[config.mk]
export PLATFORM = sky130hd
export DESIGN_NAME = autobaud_detect
export DESIGN_NICKNAME = d
export VERILOG_FILES = /design/src/design/autobaud_pkg.sv /design/src/design/autobaud_char_rx.sv /design/src/design/autobaud_detect.sv
export SDC_FILE = /design/constraint.sdc
export NUM_CORES = 1
export LEC_CHECK = 0
export ABC_AREA = 1
export ABC_CLOCK_PERIOD_IN_PS = 2300
export BUFFER_PORTS_ARGS = -buffer_cell sky130_fd_sc_hd__buf_2
export CORE_MARGIN = 5
export CORE_UTILIZATION = 58
export CTS_CLUSTER_DIAMETER = 60
export DETAILED_ROUTE_END_ITERATION = 10
export PLACE_DENSITY = 0.79
export SLEW_MARGIN = 20
export SYNTH_ARGS = -nofsm -noshare
export SYNTH_HDL_FRONTEND = slang
export SYNTH_SLANG_ARGS = --single-unit
[constraint.sdc]
create_clock -name clk_i -period 2.3 [get_ports clk_i]
set_clock_uncertainty 0.05 [all_clocks]
set_input_delay 0.345 -clock clk_i [delete_from_list [all_inputs] [get_ports clk_i]]
set_output_delay 0.345 -clock clk_i [all_outputs]
set_load 0.02 [all_outputs]
[src/design/autobaud_pkg.sv]
// Constants and types shared by the autobaud detection unit
package autobaud_pkg;
  // Register byte offsets on the Wishbone bus
  localparam logic [7:0] CTRL_OFS = 8'h00;
  localparam logic [7:0] STAT_OFS = 8'h04;
  localparam logic [7:0] SER_OFS  = 8'h08;
  localparam logic [7:0] BAUD_OFS = 8'h0c;
  // Control register fields
  localparam int CTL_EN      = 0;
  localparam int CTL_AUTO_RX = 1;
  localparam int CTL_STIRQ   = 2;
  localparam int CTL_DNIRQ   = 3;
  localparam int CTL_FCSEL   = 4;
  localparam int CTL_ECHO    = 8;
  localparam int CTL_TX_FLIP = 10;
  localparam int CTL_RX_FLIP = 11;
  localparam logic [15:0] CTRL_MASK = 16'h0f1f;
  localparam logic [15:0] CTRL_RST  = 16'h0000;
  // Status register fields
  localparam int ST_FLOWER  = 0;
  localparam int ST_FUPPER  = 1;
  localparam int ST_SLOWER  = 2;
  localparam int ST_SUPPER  = 3;
  localparam int ST_WAIT    = 4;
  localparam logic [4:0] STAT_RST = 5'h00;
  // Serial control register fields
  localparam int SER_RUN  = 0;
  localparam int SER_RXON = 1;
  localparam int SER_ODD  = 2;
  localparam logic [2:0] SER_RST = 3'h0;
  // Echo select codes
  localparam logic [1:0] ECHO_OFF    = 2'h0;
  localparam logic [1:0] ECHO_DET    = 2'h1;
  localparam logic [1:0] ECHO_ALWAYS = 2'h2;
  // Frame characters, seven bit codes
  localparam logic [6:0] CHAR_LA = 7'h61;
  localparam logic [6:0] CHAR_UA = 7'h41;
  localparam logic [6:0] CHAR_LT = 7'h74;
  localparam logic [6:0] CHAR_UT = 7'h54;
  localparam int CASE_BIT  = 5;
  localparam int DATA_BITS = 8;
  localparam int MIN_PERIOD = 4;
  typedef enum logic [1:0] {
    PH_IDLE   = 2'b00,
    PH_FIRST  = 2'b01,
    PH_SECOND = 2'b11
  } phase_t;
  typedef enum logic [1:0] {
    RX_IDLE  = 2'b00,
    RX_START = 2'b01,
    RX_DATA  = 2'b11,
    RX_STOP  = 2'b10
  } rx_state_t;
endpackage

[src/design/autobaud_char_rx.sv]
// Character receiver that measures the bit period on demand
`timescale 1ns/1ps
module autobaud_char_rx #(
  parameter int CNT_W = 16
) (
  input  wire logic             clk_i,
  input  wire logic             rst_i,
  input  wire logic             en_i,
  input  wire logic             rx_i,
  input  wire logic             measure_i,
  input  wire logic [CNT_W-1:0] period_i,
  output wire logic             valid_o,
  output wire logic [7:0]       data_o,
  output wire logic [CNT_W-1:0] period_o
);
  import autobaud_pkg::*;

  rx_state_t        state_reg, state_next;
  logic [CNT_W-1:0] cnt_reg, cnt_next;
  logic [CNT_W-1:0] per_reg, per_next;
  logic [7:0]       shift_reg, shift_next;
  logic [2:0]       bit_reg, bit_next;
  logic             valid_reg, valid_next;
  logic             prev_reg;

  wire tick = (cnt_reg == '0);
  wire fall = prev_reg & ~rx_i;
  wire [CNT_W-1:0] dec = cnt_reg - 1'b1;

  // Next state; measuring times the low start bit, the first data
  // bit of a first character, a or A, is a one so the rising edge ends it
  always_comb begin
    state_next = state_reg;
    cnt_next   = tick ? cnt_reg : dec;
    per_next   = per_reg;
    shift_next = shift_reg;
    bit_next   = bit_reg;
    valid_next = 1'b0;
    unique case (state_reg)
      RX_IDLE: begin
        if (fall) begin
          state_next = RX_START;
          per_next   = measure_i ? per_reg : period_i;
          cnt_next   = measure_i ? '0 : (period_i >> 1);
        end
      end
      RX_START: begin
        if (measure_i) begin
          cnt_next = cnt_reg + 1'b1;
          if (rx_i) begin
            // Glitches shorter than the least period are ignored
            state_next = (cnt_reg < CNT_W'(MIN_PERIOD)) ? RX_IDLE : RX_DATA;
            per_next   = cnt_reg + 1'b1; // Falling edge cycle counts too
            cnt_next   = cnt_reg >> 1;
            bit_next   = 3'h0;
          end
        end else if (tick) begin
          state_next = rx_i ? RX_IDLE : RX_DATA;
          cnt_next   = per_reg - 1'b1;
          bit_next   = 3'h0;
        end
      end
      RX_DATA: begin
        if (tick) begin
          shift_next = {rx_i, shift_reg[7:1]};
          cnt_next   = per_reg - 1'b1;
          bit_next   = bit_reg + 1'b1;
          if (bit_reg == 3'(DATA_BITS - 1)) state_next = RX_STOP;
        end
      end
      RX_STOP: begin
        if (tick) begin
          valid_next = rx_i;
          state_next = RX_IDLE;
        end
      end
    endcase
  end

  // Disabling the receiver drops any character in progress
  always_ff @(posedge clk_i) begin
    if (rst_i || !en_i) begin
      state_reg <= RX_IDLE;
      cnt_reg   <= '0;
      per_reg   <= '0;
      shift_reg <= 8'h00;
      bit_reg   <= 3'h0;
      valid_reg <= 1'b0;
      prev_reg  <= 1'b1;
    end else begin
      state_reg <= state_next;
      cnt_reg   <= cnt_next;
      per_reg   <= per_next;
      shift_reg <= shift_next;
      bit_reg   <= bit_next;
      valid_reg <= valid_next;
      prev_reg  <= rx_i;
    end
  end

  assign valid_o  = valid_reg;
  assign data_o   = shift_reg;
  assign period_o = per_reg;
endmodule

[src/design/autobaud_detect.sv]
// Autobaud detection unit with Wishbone register access
// Summary of operation
// - Control bit 0 starts detection; hardware clears it after the second stop bit.
// - Software clearing the enable aborts any detection in progress.
// - Auto receiver bit clears receiver enable at start, sets it on success.
// - Control bit 2 gates the start-of-detection interrupt.
// - Control bit 3 gates the detection-complete interrupt.
// - Control bit 4 adds an interrupt after the first character when control bit 3 is set.
// - Echo field bits 8-9 routes receive to transmit: off, detecting, always.
// - Control bit 10 inverts the transmit output.
// - Control bit 11 inverts the receive input before use.
// - Status bit 0 sets on a lower case a as first character.
// - Status bit 1 sets on an upper case A as first character.
// - Status bit 2 sets on a lower case t as second character.
// - Status bit 3 sets on an upper case T as second character.
// - Letter flags clear on enable or another letter; software may clear.
// - Waiting flag sets on enable, clears on first letter or software.
// - Second letter flag sets first, then enable clears and interrupt rises.
// - Nothing is received or sent unless the baud generator runs.
// - Parity odd selection is updated after a successful detection.
//
// The address map and the Wishbone register port were left to the implementer.
`timescale 1ns/1ps
module autobaud_detect #(
  parameter int CNT_W = 16
) (
  input  wire logic             clk_i,
  input  wire logic             rst_i,
  input  wire logic [7:0]       adr_i,
  input  wire logic [31:0]      dat_i,
  input  wire logic [3:0]       sel_i,
  input  wire logic             we_i,
  input  wire logic             cyc_i,
  input  wire logic             stb_i,
  output wire logic [31:0]      dat_o,
  output wire logic             ack_o,
  input  wire logic             rxd_i,
  input  wire logic             tx_data_i,
  output wire logic             txd_o,
  output wire logic             rx_data_o,
  output wire logic             receiver_on_o,
  output wire logic             parity_odd_o,
  output wire logic             baud_gen_run_o,
  output wire logic [CNT_W-1:0] baud_value_o,
  output wire logic             baud_load_o,
  output wire logic             start_irq_o,
  output wire logic             detect_irq_request_o
);
  import autobaud_pkg::*;

  if (CNT_W < 4 || CNT_W > 32) begin : g_bad_width
    $error("CNT_W must lie between 4 and 32");
  end

  logic [15:0]      ctrl_reg, ctrl_next;
  logic [4:0]       stat_reg, stat_next;
  logic             run_reg, rxon_reg, odd_reg, odd_cap_reg;
  logic [CNT_W-1:0] baud_reg, meas_reg;
  phase_t           phase_reg, phase_next;
  logic             done_reg, ack_reg, txd_reg, rxd_reg;
  logic             start_irq_reg, det_irq_reg;
  logic [31:0]      dat_reg;
  logic             rx_meta_reg, rx_sync_reg;
  logic             ch_valid;
  logic [7:0]       ch_data;
  logic [CNT_W-1:0] ch_period;

  // Bus decode; one access per ack, the ack drops the cycle after
  wire wb_req   = cyc_i & stb_i & ~ack_reg;
  wire wb_wr    = wb_req & we_i;
  wire hit_ctrl = (adr_i == CTRL_OFS);
  wire hit_stat = (adr_i == STAT_OFS);
  wire hit_ser  = (adr_i == SER_OFS);
  wire hit_baud = (adr_i == BAUD_OFS);
  wire ctrl_wr  = wb_wr & hit_ctrl & (|sel_i[1:0]);
  wire stat_wr  = wb_wr & hit_stat & sel_i[0];
  wire ser_wr   = wb_wr & hit_ser & sel_i[0];

  // Byte lanes merge with the old value; reserved bits are masked
  wire [15:0] ctrl_wdata = {sel_i[1] ? dat_i[15:8] : ctrl_reg[15:8],
                            sel_i[0] ? dat_i[7:0]  : ctrl_reg[7:0]}
                           & CTRL_MASK;

  // Detection events
  wire en_now  = ctrl_reg[CTL_EN];
  wire start   = ctrl_wr & ctrl_wdata[CTL_EN] & ~en_now;
  wire abort   = ctrl_wr & ~ctrl_wdata[CTL_EN] & en_now;
  wire rx_in   = rx_sync_reg ^ ctrl_reg[CTL_RX_FLIP];
  wire rx_en   = run_reg & en_now & (phase_reg != PH_IDLE);
  wire is_low  = ch_data[CASE_BIT];
  wire is_a    = (ch_data[6:0] == CHAR_LA) | (ch_data[6:0] == CHAR_UA);
  wire is_t    = (ch_data[6:0] == CHAR_LT) | (ch_data[6:0] == CHAR_UT);
  wire first_hit  = ch_valid & (phase_reg == PH_FIRST) & is_a;
  wire second_val = ch_valid & (phase_reg == PH_SECOND);
  wire second_hit = second_val & is_t;
  wire [3:0] letter_set = {second_hit & ~is_low, second_hit & is_low,
                           first_hit & ~is_low, first_hit & is_low};
  wire [4:0] stat_clr = stat_wr ? ~dat_i[4:0] : 5'h00;
  wire [1:0] echo_sel = ctrl_reg[CTL_ECHO +: 2];
  wire echo_on = (echo_sel == ECHO_ALWAYS) |
                 ((echo_sel == ECHO_DET) & en_now);
  wire tx_src  = !run_reg ? 1'b1 : (echo_on ? rx_in : tx_data_i);

  autobaud_char_rx #(
    .CNT_W (CNT_W)
  ) u_char_rx (
    .clk_i     (clk_i),
    .rst_i     (rst_i),
    .en_i      (rx_en),
    .rx_i      (rx_in),
    .measure_i (phase_reg == PH_FIRST),
    .period_i  (meas_reg),
    .valid_o   (ch_valid),
    .data_o    (ch_data),
    .period_o  (ch_period)
  );

  // Control next value; the hardware clear of the enable comes one
  // cycle after the second letter flag so the flag is seen first
  always_comb begin
    ctrl_next = ctrl_wr ? ctrl_wdata : ctrl_reg;
    if (done_reg && !start) ctrl_next[CTL_EN] = 1'b0;
  end

  // Status next value; a hardware set always beats a software clear
  always_comb begin
    stat_next = stat_reg & ~stat_clr;
    if (start) begin
      stat_next = 5'h10;
    end else if (|letter_set) begin
      stat_next[3:0] = letter_set;
    end
    if (first_hit) stat_next[ST_WAIT] = 1'b0;
  end

  // Phase of the two character frame; a wrong second character
  // sends the search back to the first one
  always_comb begin
    phase_next = phase_reg;
    unique case (phase_reg)
      PH_IDLE:   if (start) phase_next = PH_FIRST;
      PH_FIRST:  if (first_hit) phase_next = PH_SECOND;
      PH_SECOND: begin
        if (second_hit) phase_next = PH_IDLE;
        else if (second_val) phase_next = PH_FIRST;
      end
      default:   phase_next = PH_IDLE;
    endcase
    if (abort || (start && phase_reg != PH_IDLE)) begin
      phase_next = abort ? PH_IDLE : PH_FIRST;
    end
  end

  // Read data; reserved bits and unmapped addresses read zero
  wire [31:0] rdata = hit_ctrl ? 32'(ctrl_reg) :
                      hit_stat ? 32'(stat_reg) :
                      hit_ser  ? 32'({odd_reg, rxon_reg, run_reg}) :
                      hit_baud ? 32'(baud_reg) : 32'h00000000;

  // Pin synchroniser
  always_ff @(posedge clk_i) begin
    if (rst_i) begin
      rx_meta_reg <= 1'b1;
      rx_sync_reg <= 1'b1;
    end else begin
      rx_meta_reg <= rxd_i;
      rx_sync_reg <= rx_meta_reg;
    end
  end

  // Bus slave
  always_ff @(posedge clk_i) begin
    if (rst_i) begin
      ack_reg <= 1'b0;
      dat_reg <= 32'h00000000;
    end else begin
      ack_reg <= wb_req;
      dat_reg <= wb_req ? rdata : 32'h00000000;
    end
  end

  // Detection state and registers
  always_ff @(posedge clk_i) begin
    if (rst_i) begin
      ctrl_reg  <= CTRL_RST;
      stat_reg  <= STAT_RST;
      phase_reg <= PH_IDLE;
      done_reg  <= 1'b0;
      meas_reg  <= '0;
    end else begin
      ctrl_reg  <= ctrl_next;
      stat_reg  <= stat_next;
      phase_reg <= phase_next;
      done_reg  <= second_hit;
      if (first_hit) meas_reg <= ch_period;
    end
  end

  // Serial control bits; the hardware updates come after a write
  always_ff @(posedge clk_i) begin
    if (rst_i) begin
      {odd_reg, rxon_reg, run_reg} <= SER_RST;
      odd_cap_reg <= 1'b0;
      baud_reg    <= '0;
    end else begin
      if (ser_wr) begin
        {odd_reg, rxon_reg, run_reg} <= dat_i[2:0];
      end
      if (start && ctrl_wdata[CTL_AUTO_RX]) rxon_reg <= 1'b0;
      if (done_reg && ctrl_reg[CTL_AUTO_RX]) rxon_reg <= 1'b1;
      // Odd parity when the frame's eight bits carry an odd count
      if (first_hit) odd_cap_reg <= ^ch_data;
      if (done_reg) odd_reg <= odd_cap_reg;
      if (done_reg) baud_reg <= meas_reg;
    end
  end

  // Interrupt pulses and serial outputs
  always_ff @(posedge clk_i) begin
    if (rst_i) begin
      start_irq_reg <= 1'b0;
      det_irq_reg   <= 1'b0;
      txd_reg       <= 1'b1;
      rxd_reg       <= 1'b1;
    end else begin
      start_irq_reg <= start & ctrl_wdata[CTL_STIRQ];
      det_irq_reg   <= ctrl_reg[CTL_DNIRQ] & (done_reg |
                       (ctrl_reg[CTL_FCSEL] & first_hit));
      txd_reg       <= tx_src ^ ctrl_reg[CTL_TX_FLIP];
      rxd_reg       <= rx_in & run_reg;
    end
  end

  assign dat_o                = dat_reg;
  assign ack_o                = ack_reg;
  assign txd_o                = txd_reg;
  assign rx_data_o            = rxd_reg;
  assign receiver_on_o        = rxon_reg;
  assign parity_odd_o         = odd_reg;
  assign baud_gen_run_o       = run_reg;
  assign baud_value_o         = baud_reg;
  assign baud_load_o          = done_reg;
  assign start_irq_o          = start_irq_reg;
  assign detect_irq_request_o = det_irq_reg;
endmodule

# Yosys cells after proc, flatten, opt, wreduce, memory -nomap -nowiden
# Cells that the tools add are included.
[totals]
out_inout_bits = 57
wordCells = 193
register_bits = 139
[op_classes]
add_sub_neg = 4
bitwise = 47
reduce_logical = 34
muxes = 49
eq_ne = 27
order_cmp = 1
[op_table]
columns = ["operator", "n"]
rows = [
  ["16-bit two-way mux", 9],
  ["12-bit two-way mux", 4],
  ["16-bit one-hot mux with 3 select lines", 1],
  ["16-bit one-hot mux with 2 select lines", 1],
  ["16-bit by 1-bit subtractor with 16-bit output (second input constant)", 2],
  ["1-bit bitwise AND", 29],
  ["7-bit == test (second input constant)", 4],
  ["2-bit two-way mux", 14],
  ["16-bit by 1-bit adder with 16-bit output (second input constant)", 1],
  ["8-bit by 4-bit == test with 1-bit output (second input constant)", 2],
  ["16-bit zero test", 1],
  ["16-bit by 3-bit < comparator with 1-bit output (second input constant)", 1],
  ["15-bit two-way mux", 1],
  ["3-bit two-way mux", 5],
  ["2-bit by 1-bit != test with 1-bit output (second input constant)", 5],
  ["5-bit inverter", 2],
  ["2-bit OR reduction", 5],
  ["1-bit two-way mux", 9],
  ["3-bit != test (second input constant)", 3],
  ["1-bit inverter", 9],
  ["2-bit == test (second input constant)", 4],
  ["8-bit by 3-bit == test with 1-bit output (second input constant)", 1],
  ["8-bit zero test", 1],
  ["2-bit one-hot mux with 4 select lines", 1],
  ["29 further kinds", 47],
]

# Logic depth before layout (Yosys ltp)
# Gate-level depths: netlist of run 1.
[depth]
depth_word = 11
mapped_depth = 14

# Hierarchy
# From an unflattened synthesis of run 1, not the netlist that was laid out.
[hier_totals]
hier_cells = 1053
hier_area_um2 = 6905.4
[by_module_without_submodules]
columns = ["mod", "seq_area_each_um2", "area_each_um2", "cells_per_inst", "n_inst"]
rows = [
  ["autobaud_char_rx", 940.9, 3616.0, 626, 1],
  ["autobaud_detect", 1521.5, 3289.4, 427, 1],
]

# Least setup slack after synthesis of run 1
# Ideal clock, no wire load.
[synth_timing]
path_kind = "reg2reg"
from = "register u_char_rx.cnt_reg[0]"
to = "register u_char_rx.cnt_reg[6]"
slack_ns = 0.538
arrival_ns = 1.595
required_time_ns = 2.133
path_buffers = 0
period_less_slack_ns = 1.762
setup_ns = 0.117
path_stages_with_launch = 14
cell_sequence = "dfxtp_1 -> inv_1 -> ha_1 -> nand2_1 -> nor2_2 -> inv_2 -> nor2_1 -> o21ai_1 -> nand2_1 -> nand2_1 -> nand2_1 -> nand2_1 -> nor2_1 -> nor2_1"
[synth_via]
elab_chain_cells = 5
[synth_rtl]
columns = ["item", "line", "source"]
rows = [
  ["start, declared", "autobaud_char_rx.sv:19", "logic [CNT_W-1:0] cnt_reg, cnt_next;"],
  ["start signal, assigned", "autobaud_char_rx.sv:92", "cnt_reg <= cnt_next;"],
  ["16-bit by 1-bit subtractor with 16-bit output / 16-bit zero test (equally long branches)", "autobaud_char_rx.sv:28, autobaud_char_rx.sv:26", ""],
  ["16-bit two-way mux", "autobaud_char_rx.sv:34", "cnt_next = tick ? cnt_reg : dec;"],
  ["16-bit two-way mux", "autobaud_char_rx.sv:57, autobaud_char_rx.sv:64", ""],
  ["16-bit two-way mux", "autobaud_char_rx.sv:48", "if (measure_i) begin"],
  ["16-bit one-hot mux with 3 select lines *", "autobaud_char_rx.sv:39", "unique case (state_reg)"],
]
# Mark *: on every way between the ends. The rest lies on a longest branch, timed or not.
# A chain may end at the register's enable or synchronous reset.

# Worst setup path in the final report of run 1
[layout_timing]
from = "register phase_reg[0]"
to = "register u_char_rx.per_reg[11] (netlist: u_char_rx.period_o[11])"
[layout_via]
elab_chain_cells = 4
[layout_rtl]
columns = ["item", "line", "source"]
rows = [
  ["start, declared", "autobaud_detect.sv:59", "phase_t phase_reg, phase_next;"],
  ["start signal, assigned", "autobaud_detect.sv:193", "phase_reg <= phase_next;"],
  ["parallel branches: the longest is 4 deep, another holds 5-bit AND reduction", "n/a", ""],
  ["end signal, assigned", "autobaud_char_rx.sv:93", "per_reg <= per_next;"],
  ["end, declared", "autobaud_char_rx.sv:20", "logic [CNT_W-1:0] per_reg, per_next;"],
]
# Parallel ways; which one is timed is not known.

==> results.ini, run 1 <==
[finish]
synthToLayoutAreaGrowth_pct=15.2
final_common_cell=nand2_1
fin_nets=1310
drive_gt1_share_pct=15.3
final_cell_mix=nand2_1 (303), nor2_1 (133), dfxtp_1 (123)
fin_area_um2=8670
antenna-diode-count=0

[sta]
fin_ws_ns=0.158
finalSetupViolCount=0
rsz0062_at_grt=no
fmax_mhz=467
worstMarginPinSlew_ns=0.606
setup-tns-final_ns=0
max-slew-margin-rel_pct=59.6
timing.final.crit_share_pct=93.1
layout_min_cycle_time_ns=2.14
hold_viol_final=0
slew_viol_final=0

[floorplanning]
initial_core_util_pct=59.4
die_height_um=124
die_w_um=124
io_pins=108
die-area_um2=15300
core_um2=12700
core.rowCount=41

[yosys]
ys_ff_latch=123
ys_warn_count=0
synth_edf_count=0
yosys.area_share.simple_pct=32.2
synth_area_leader_cell=dfxtp_1
synth_cell_type_count=54
synth.area.top_cells=dfxtp_1 (33%), nand2_1 (15%), nor2_1 (6.6%)
syn_avg_cell_area_um2=6.42
synth-seq-area-share_pct=32.7
synth_compound_area_share_pct=19.1
synth_top_area_share_pct=32.7
synth_mux_area_share_pct=0
synth_top_family_by_area=simple AND/OR/NAND/NOR gates
synth_area_um2=7520
synth-adder-area-share_pct=2.33
synth_xor_area_share_pct=2.64
synthArstFlopShare_pct=0
synth_cells=1171
synth_flop_cell=dfxtp_1

[pwr]
vdd_drop_max_uv=505
leakage_nw=4.01
powerDensity_nw_per_um2=588

[grt]
grt_overflow=0
grt_max_degree=35
antenna_found_initial=0
grt_pass1_vias=7596
grt_pass1_wl_um=37300
grtUsageTotal_pct=31.1

[cts]
cts_tree=yes
htreeDepth=4
clock_path_buffers=2
cts.clk_slew.worst_paths_ns=0.06
clkSinkCount=123
cts_buffers=17
clk_latency_ns=0.41
ctsRootBufferMaster=clkbuf_16

[worst_setup_path]
critPathMaxFanout=15
cp-end-kind=flop
worstSetupPathType=reg2reg
critPathLaunchType=flop
worst_ep_required_time_ns=2.55
worstPathArrival_ns=2.39
reg2reg_setup_slack_ns=0.16

[routing]
drt_iter0_drc=713
met3_length_um=2170
ant_nets=0
highest_layer=met4
dr.pass1.iters=7
vias=8016
met2WireLength_um=10300
wl_met1_um=9580
via_per_inst=5.61
drc=0
wl_per_cell_um=16.1
drt-total-wl_um=23000

[place]
placed_cell_area_um2=8050
port_buffers=66
pre_cts_ws_ns=0.200
hpwl_um=17200
gp_congestion=0.982

[outcome]
status=finished, final reports clean

[job]
drv_cap=0

[hold_path]
hold_class=in2reg

-- per-stage QoR --
step                      cells  total power (W)  hold slack [ns]  utilization (%)
after floorplan            1186          0.00231            0.339                -
after global placement     1398          0.00235            0.379             63.5
after detailed placement   1398          0.00235            0.383             63.5
after CTS                  1430          0.00511           0.0550             68.4
after global routing       1430          0.00524           0.0729             68.4
final                      1430          0.00510           0.0594             68.4
-- worst paths after layout --
path	cells after the start	startpoint	end
worst min register to register	2	baud_value_o[6]$_SDFFE_PP0P_	dat_o[6]$_SDFF_PP0_
worst max-delay path	10	phase_reg[0]$_SDFFE_PP0P_	u_char_rx.period_o[11]$_SDFFE_PP0P_
worst min-delay path	2	rxd_i	rx_meta_reg$_SDFF_PP1_
worst max register to register	10	phase_reg[0]$_SDFFE_PP0P_	u_char_rx.period_o[11]$_SDFFE_PP0P_
-- synthesized netlist by cell type, drive strengths merged, types with 8 or more instances --
library cell,number
nand2,308
nor2,144
inv,128
dfxtp,123
o21ai,121
a21oi,97
nand3,76
buf,30
clkbuf,25
xor2,16
ha,14
nor3,13
nand4,12
a211oi,9
a31oi,8
-- power breakdown --
part	switching [W]	internal, W	total (W)
Clock	0.00102	0.00177	0.00279
Combinational	0.000120	0.0000515	0.000172
Sequential	0.00000186	0.00213	0.00214
Total	0.00114	0.00395	0.00510
-- cell families after synthesis --
family | count (synthesis)
buffers and inverters | 186
AO/OA/AOI/OAI | 256
flip-flops | 123
adder cells (fa/ha/maj) | 14
AND/OR/NAND/NOR | 570
XOR/XNOR | 21
other | 1
-- routing by layer --
metal	track usage, %	vias up
met5	0	-
met4	14.9	0
met3	7.13	70
met2	49.0	412
met1	40.4	3597
li1	-	3937
-- final cells by class --
type	instances	area [µm²]
fill	1145	4000
sequential	123	2460
tap	172	215
multi-input combinational	877	4300
clock buffer	19	453
inverter	131	498
timing repair buffer	95	573
clock inverter	13	165
-- worst max-delay path: stages, from the launching register on --
cell and delay (ns):
dfxtp_1 0.40, inv_1 0.09, nor2_4 0.27, buf_4 0.22, nand2_4 0.12, o21ai_4 0.17
nand2_4 0.18, a21oi_1 0.22, o21ai_1 0.09, o211ai_1 0.15, inv_2 0.05
-- what timing repair did --
action                                  in CTS  in global routing
hold buffers                                 0                  0
buffers inserted                             0                  0
gates resized for setup                      0                  2
endpoints found under the setup margin       0                  5
No activity file was read; power rests on OpenSTA's default activity.
==> inputs of run 2 (changes only) <==
--- a/config.mk
+++ b/config.mk
@@ -5,14 +5,13 @@
 export SDC_FILE = /design/constraint.sdc
 export NUM_CORES = 1
 export LEC_CHECK = 0
-export ABC_AREA = 1
 export ABC_CLOCK_PERIOD_IN_PS = 2300
 export BUFFER_PORTS_ARGS = -buffer_cell sky130_fd_sc_hd__buf_2
 export CORE_MARGIN = 5
-export CORE_UTILIZATION = 58
+export CORE_UTILIZATION = 57
 export CTS_CLUSTER_DIAMETER = 60
 export DETAILED_ROUTE_END_ITERATION = 10
-export PLACE_DENSITY = 0.79
+export PLACE_DENSITY = 0.78
 export SLEW_MARGIN = 20
 export SYNTH_ARGS = -nofsm -noshare
 export SYNTH_HDL_FRONTEND = slang
==> results.ini, run 2 <==
[outcome]
status=finished, final reports clean

[routing]
dr.pass1.iters=9
ant_nets=0
via_per_inst=6.27
drc=0
vias=7014
drt_iter0_drc=916
wl_per_cell_um=18.8
drt-total-wl_um=21000

[yosys]
ys_ff_latch=123
synth_top_area_share_pct=35.6
synth_flop_cell=dfxtp_1
synth-seq-area-share_pct=35.6
synth_commonest_cells=dfxtp_1 (123), nand2_1 (116), nor2_1 (84)
synth_edf_count=0
synth.area.top_cells=dfxtp_1 (36%), mux2i_1 (6.5%), nand2_1 (6.3%)
synth_most_common_cell=dfxtp_1
synth_area_leader_cell=dfxtp_1
synth_cells=854
ys_warn_count=0
synth_cell_type_count=70
syn_avg_cell_area_um2=8.09
synth_area_um2=6910
synthArstFlopShare_pct=0

[finish]
final_common_cell=dfxtp_1
final_cell_mix=dfxtp_1 (118), nand2_1 (116), nor2_1 (84)
fin_cells=1118
synthToLayoutAreaGrowth_pct=21.6
drive_gt1_share_pct=22.9
fin_nets=1023
antenna-diode-count=0

[pwr]
p_int_w=0.00384
vdd_drop_max_uv=561
seq_power_share_pct=42.9
powerDensity_nw_per_um2=593
p_switching_w=0.00114
p_total_w=0.00498
clock_power_share_pct=54.0
leakage_nw=3.29
pwr-share-comb_pct=3.1
swShare_pct=22.9

[cts]
clkSinkCount=123
cts_buffers=17
cts.clk_slew.worst_paths_ns=0.06
htreeDepth=4
clock_path_buffers=2
ctsRootBufferMaster=clkbuf_16
clk_latency_ns=0.42
cts_tree=yes

[sta]
setup-tns-final_ns=0
worstMarginPinSlew_ns=0.840
hold_viol_final=0
timing.final.crit_share_pct=98.6
fmax_mhz=441
finalSetupViolCount=0
hold-worst-slack_ns=0.0607
max-slew-margin-rel_pct=44.0
slew_viol_final=0
layout_min_cycle_time_ns=2.27

[worst_setup_path]
worstSetupPathType=reg2reg
r2r_cells=6
max_stage_delay_ns=0.55
cp_top_family=simple AND/OR/NAND/NOR gates
worst_ep_required_time_ns=2.55
regToRegStartpoint=u_char_rx.cnt_reg[2]$_SDFF_PP0_
cp_slowest_cell=or4_4
cp-end-kind=flop
worstPathArrival_ns=2.51
path_cells=or4_4, nor2_1, nand2_1, xor2_1, a21oi_1, or4_1
reg2reg_setup_slack_ns=0.03
regToRegEndpoint=u_char_rx.cnt_reg[9]$_SDFF_PP0_
critPathLaunchType=flop
path_buf_inv=0
critPathMaxFanout=9

[grt]
grt_pass1_vias=6536
grt_max_degree=33
antenna_found_initial=0
grtUsageTotal_pct=29.0
grt_pass1_wl_um=33500
grt_overflow=0

[floorplanning]
core.rowCount=40
core_um2=12000
die_height_um=120
die_w_um=120
die-area_um2=14400
initial_core_util_pct=57.8
io_pins=108

[place]
hpwl_um=15200
gp_congestion=1.01
port_buffers=66
dp.cells=1086

[hold_path]
hold_path_end=rx_meta_reg$_SDFF_PP1_
min_from=rxd_i
hold_class=in2reg
holdPathStages=2

[job]
drv_cap=0

run 2: changes by cell type after synthesis, moves of 23 or more:
| cell | change |
|---|---|
| a21oi_1 | -23 |
| inv_1 | -82 |
| inv_2 | -27 |
| mux2i_1 | +45 |
| nand2_1 | -187 |
| nand3_1 | -54 |
| nor2_1 | -49 |
| o21ai_0 | -57 |
| o21ai_1 | -35 |
run 2: cells by family after synthesis:
| group | share of synthesized area [%] |
|---|---|
| DFF | 35.6 |
| adders and majority gates | 2.54 |
| and+or+nand+nor | 22.2 |
| muxes | 7.82 |
| AOI/OAI and AO/OA | 19.8 |
| other | 0.0543 |
| buffers and inverters | 6.54 |
| xor gates and xnor gates | 5.32 |
run 2: power by group through the flow:
stage,registers [W],clock network (W),logic [W]
5_1_grt,0.00213,0.00278,0.000165
3_5_place_dp,0.00218,0,0.000148
2_1_floorplan,0.00218,0,0.000110
3_3_place_gp,0.00218,0,0.000147
4_1_cts,0.00214,0.00269,0.000149
6_report,0.00214,0.00269,0.000154
run 2: cell type report:
type / instances / area [µm²]
multi-input cells: 650 / 4140
fillers: 926 / 3560
flip-flops and latches: 123 / 2470
repair buffers: 148 / 946
clock buffers: 19 / 453
well taps: 147 / 184
clock inverters: 13 / 139
inverters: 18 / 67.6
run 2: worst max path at each step:
stage | start | endpoint | slack [ns] | cells after the start
after floorplan | u_char_rx.cnt_reg[0]$_SDFF_PP0_ | u_char_rx.cnt_reg[9]$_SDFF_PP0_ | 0.12 | 7
after global placement | u_char_rx.cnt_reg[2]$_SDFF_PP0_ | u_char_rx.cnt_reg[14]$_SDFF_PP0_ | 0.04 | 6
after detailed placement | u_char_rx.cnt_reg[0]$_SDFF_PP0_ | u_char_rx.cnt_reg[14]$_SDFF_PP0_ | 0.04 | 8
after CTS | u_char_rx.cnt_reg[0]$_SDFF_PP0_ | u_char_rx.cnt_reg[14]$_SDFF_PP0_ | 0.02 | 8
after global routing | u_char_rx.cnt_reg[0]$_SDFF_PP0_ | u_char_rx.cnt_reg[9]$_SDFF_PP0_ | -0.02 | 6
final | u_char_rx.cnt_reg[2]$_SDFF_PP0_ | u_char_rx.cnt_reg[9]$_SDFF_PP0_ | 0.03 | 6
run 2: repair_timing:
| item | in CTS | in global routing |
|---|---|---|
| hold buffers | 0 | 0 |
| buffers inserted | 0 | 0 |
| endpoints found under the setup margin | 1 | 26 |
| resized for setup | 1 | 19 |
| pin swaps | 0 | 1 |
run 2: through the flow:
step                      area, µm²  worst slack [ns]  utilization (%)
after global routing           8400           -0.0233             70.2
after CTS                      8330            0.0164             69.6
final                          8400            0.0311             70.2
after detailed placement       7730            0.0428             64.6
after global placement         7730            0.0406             64.6
after floorplan                6970             0.123                -
run 2: routing by layer:
| layer | wire [µm] | track usage [%] | part of all wire, % | vias to the layer above |
|---|---|---|---|---|
| li1 | - | - | - | 3231 |
| met1 | 8330 | 37.9 | 40 | 3258 |
| met2 | 9840 | 46.4 | 47 | 414 |
| met3 | 1780 | 4.71 | 8.5 | 111 |
| met4 | 1090 | 14.2 | 5.2 | 0 |
| met5 | 0 | 0 | 0 | - |
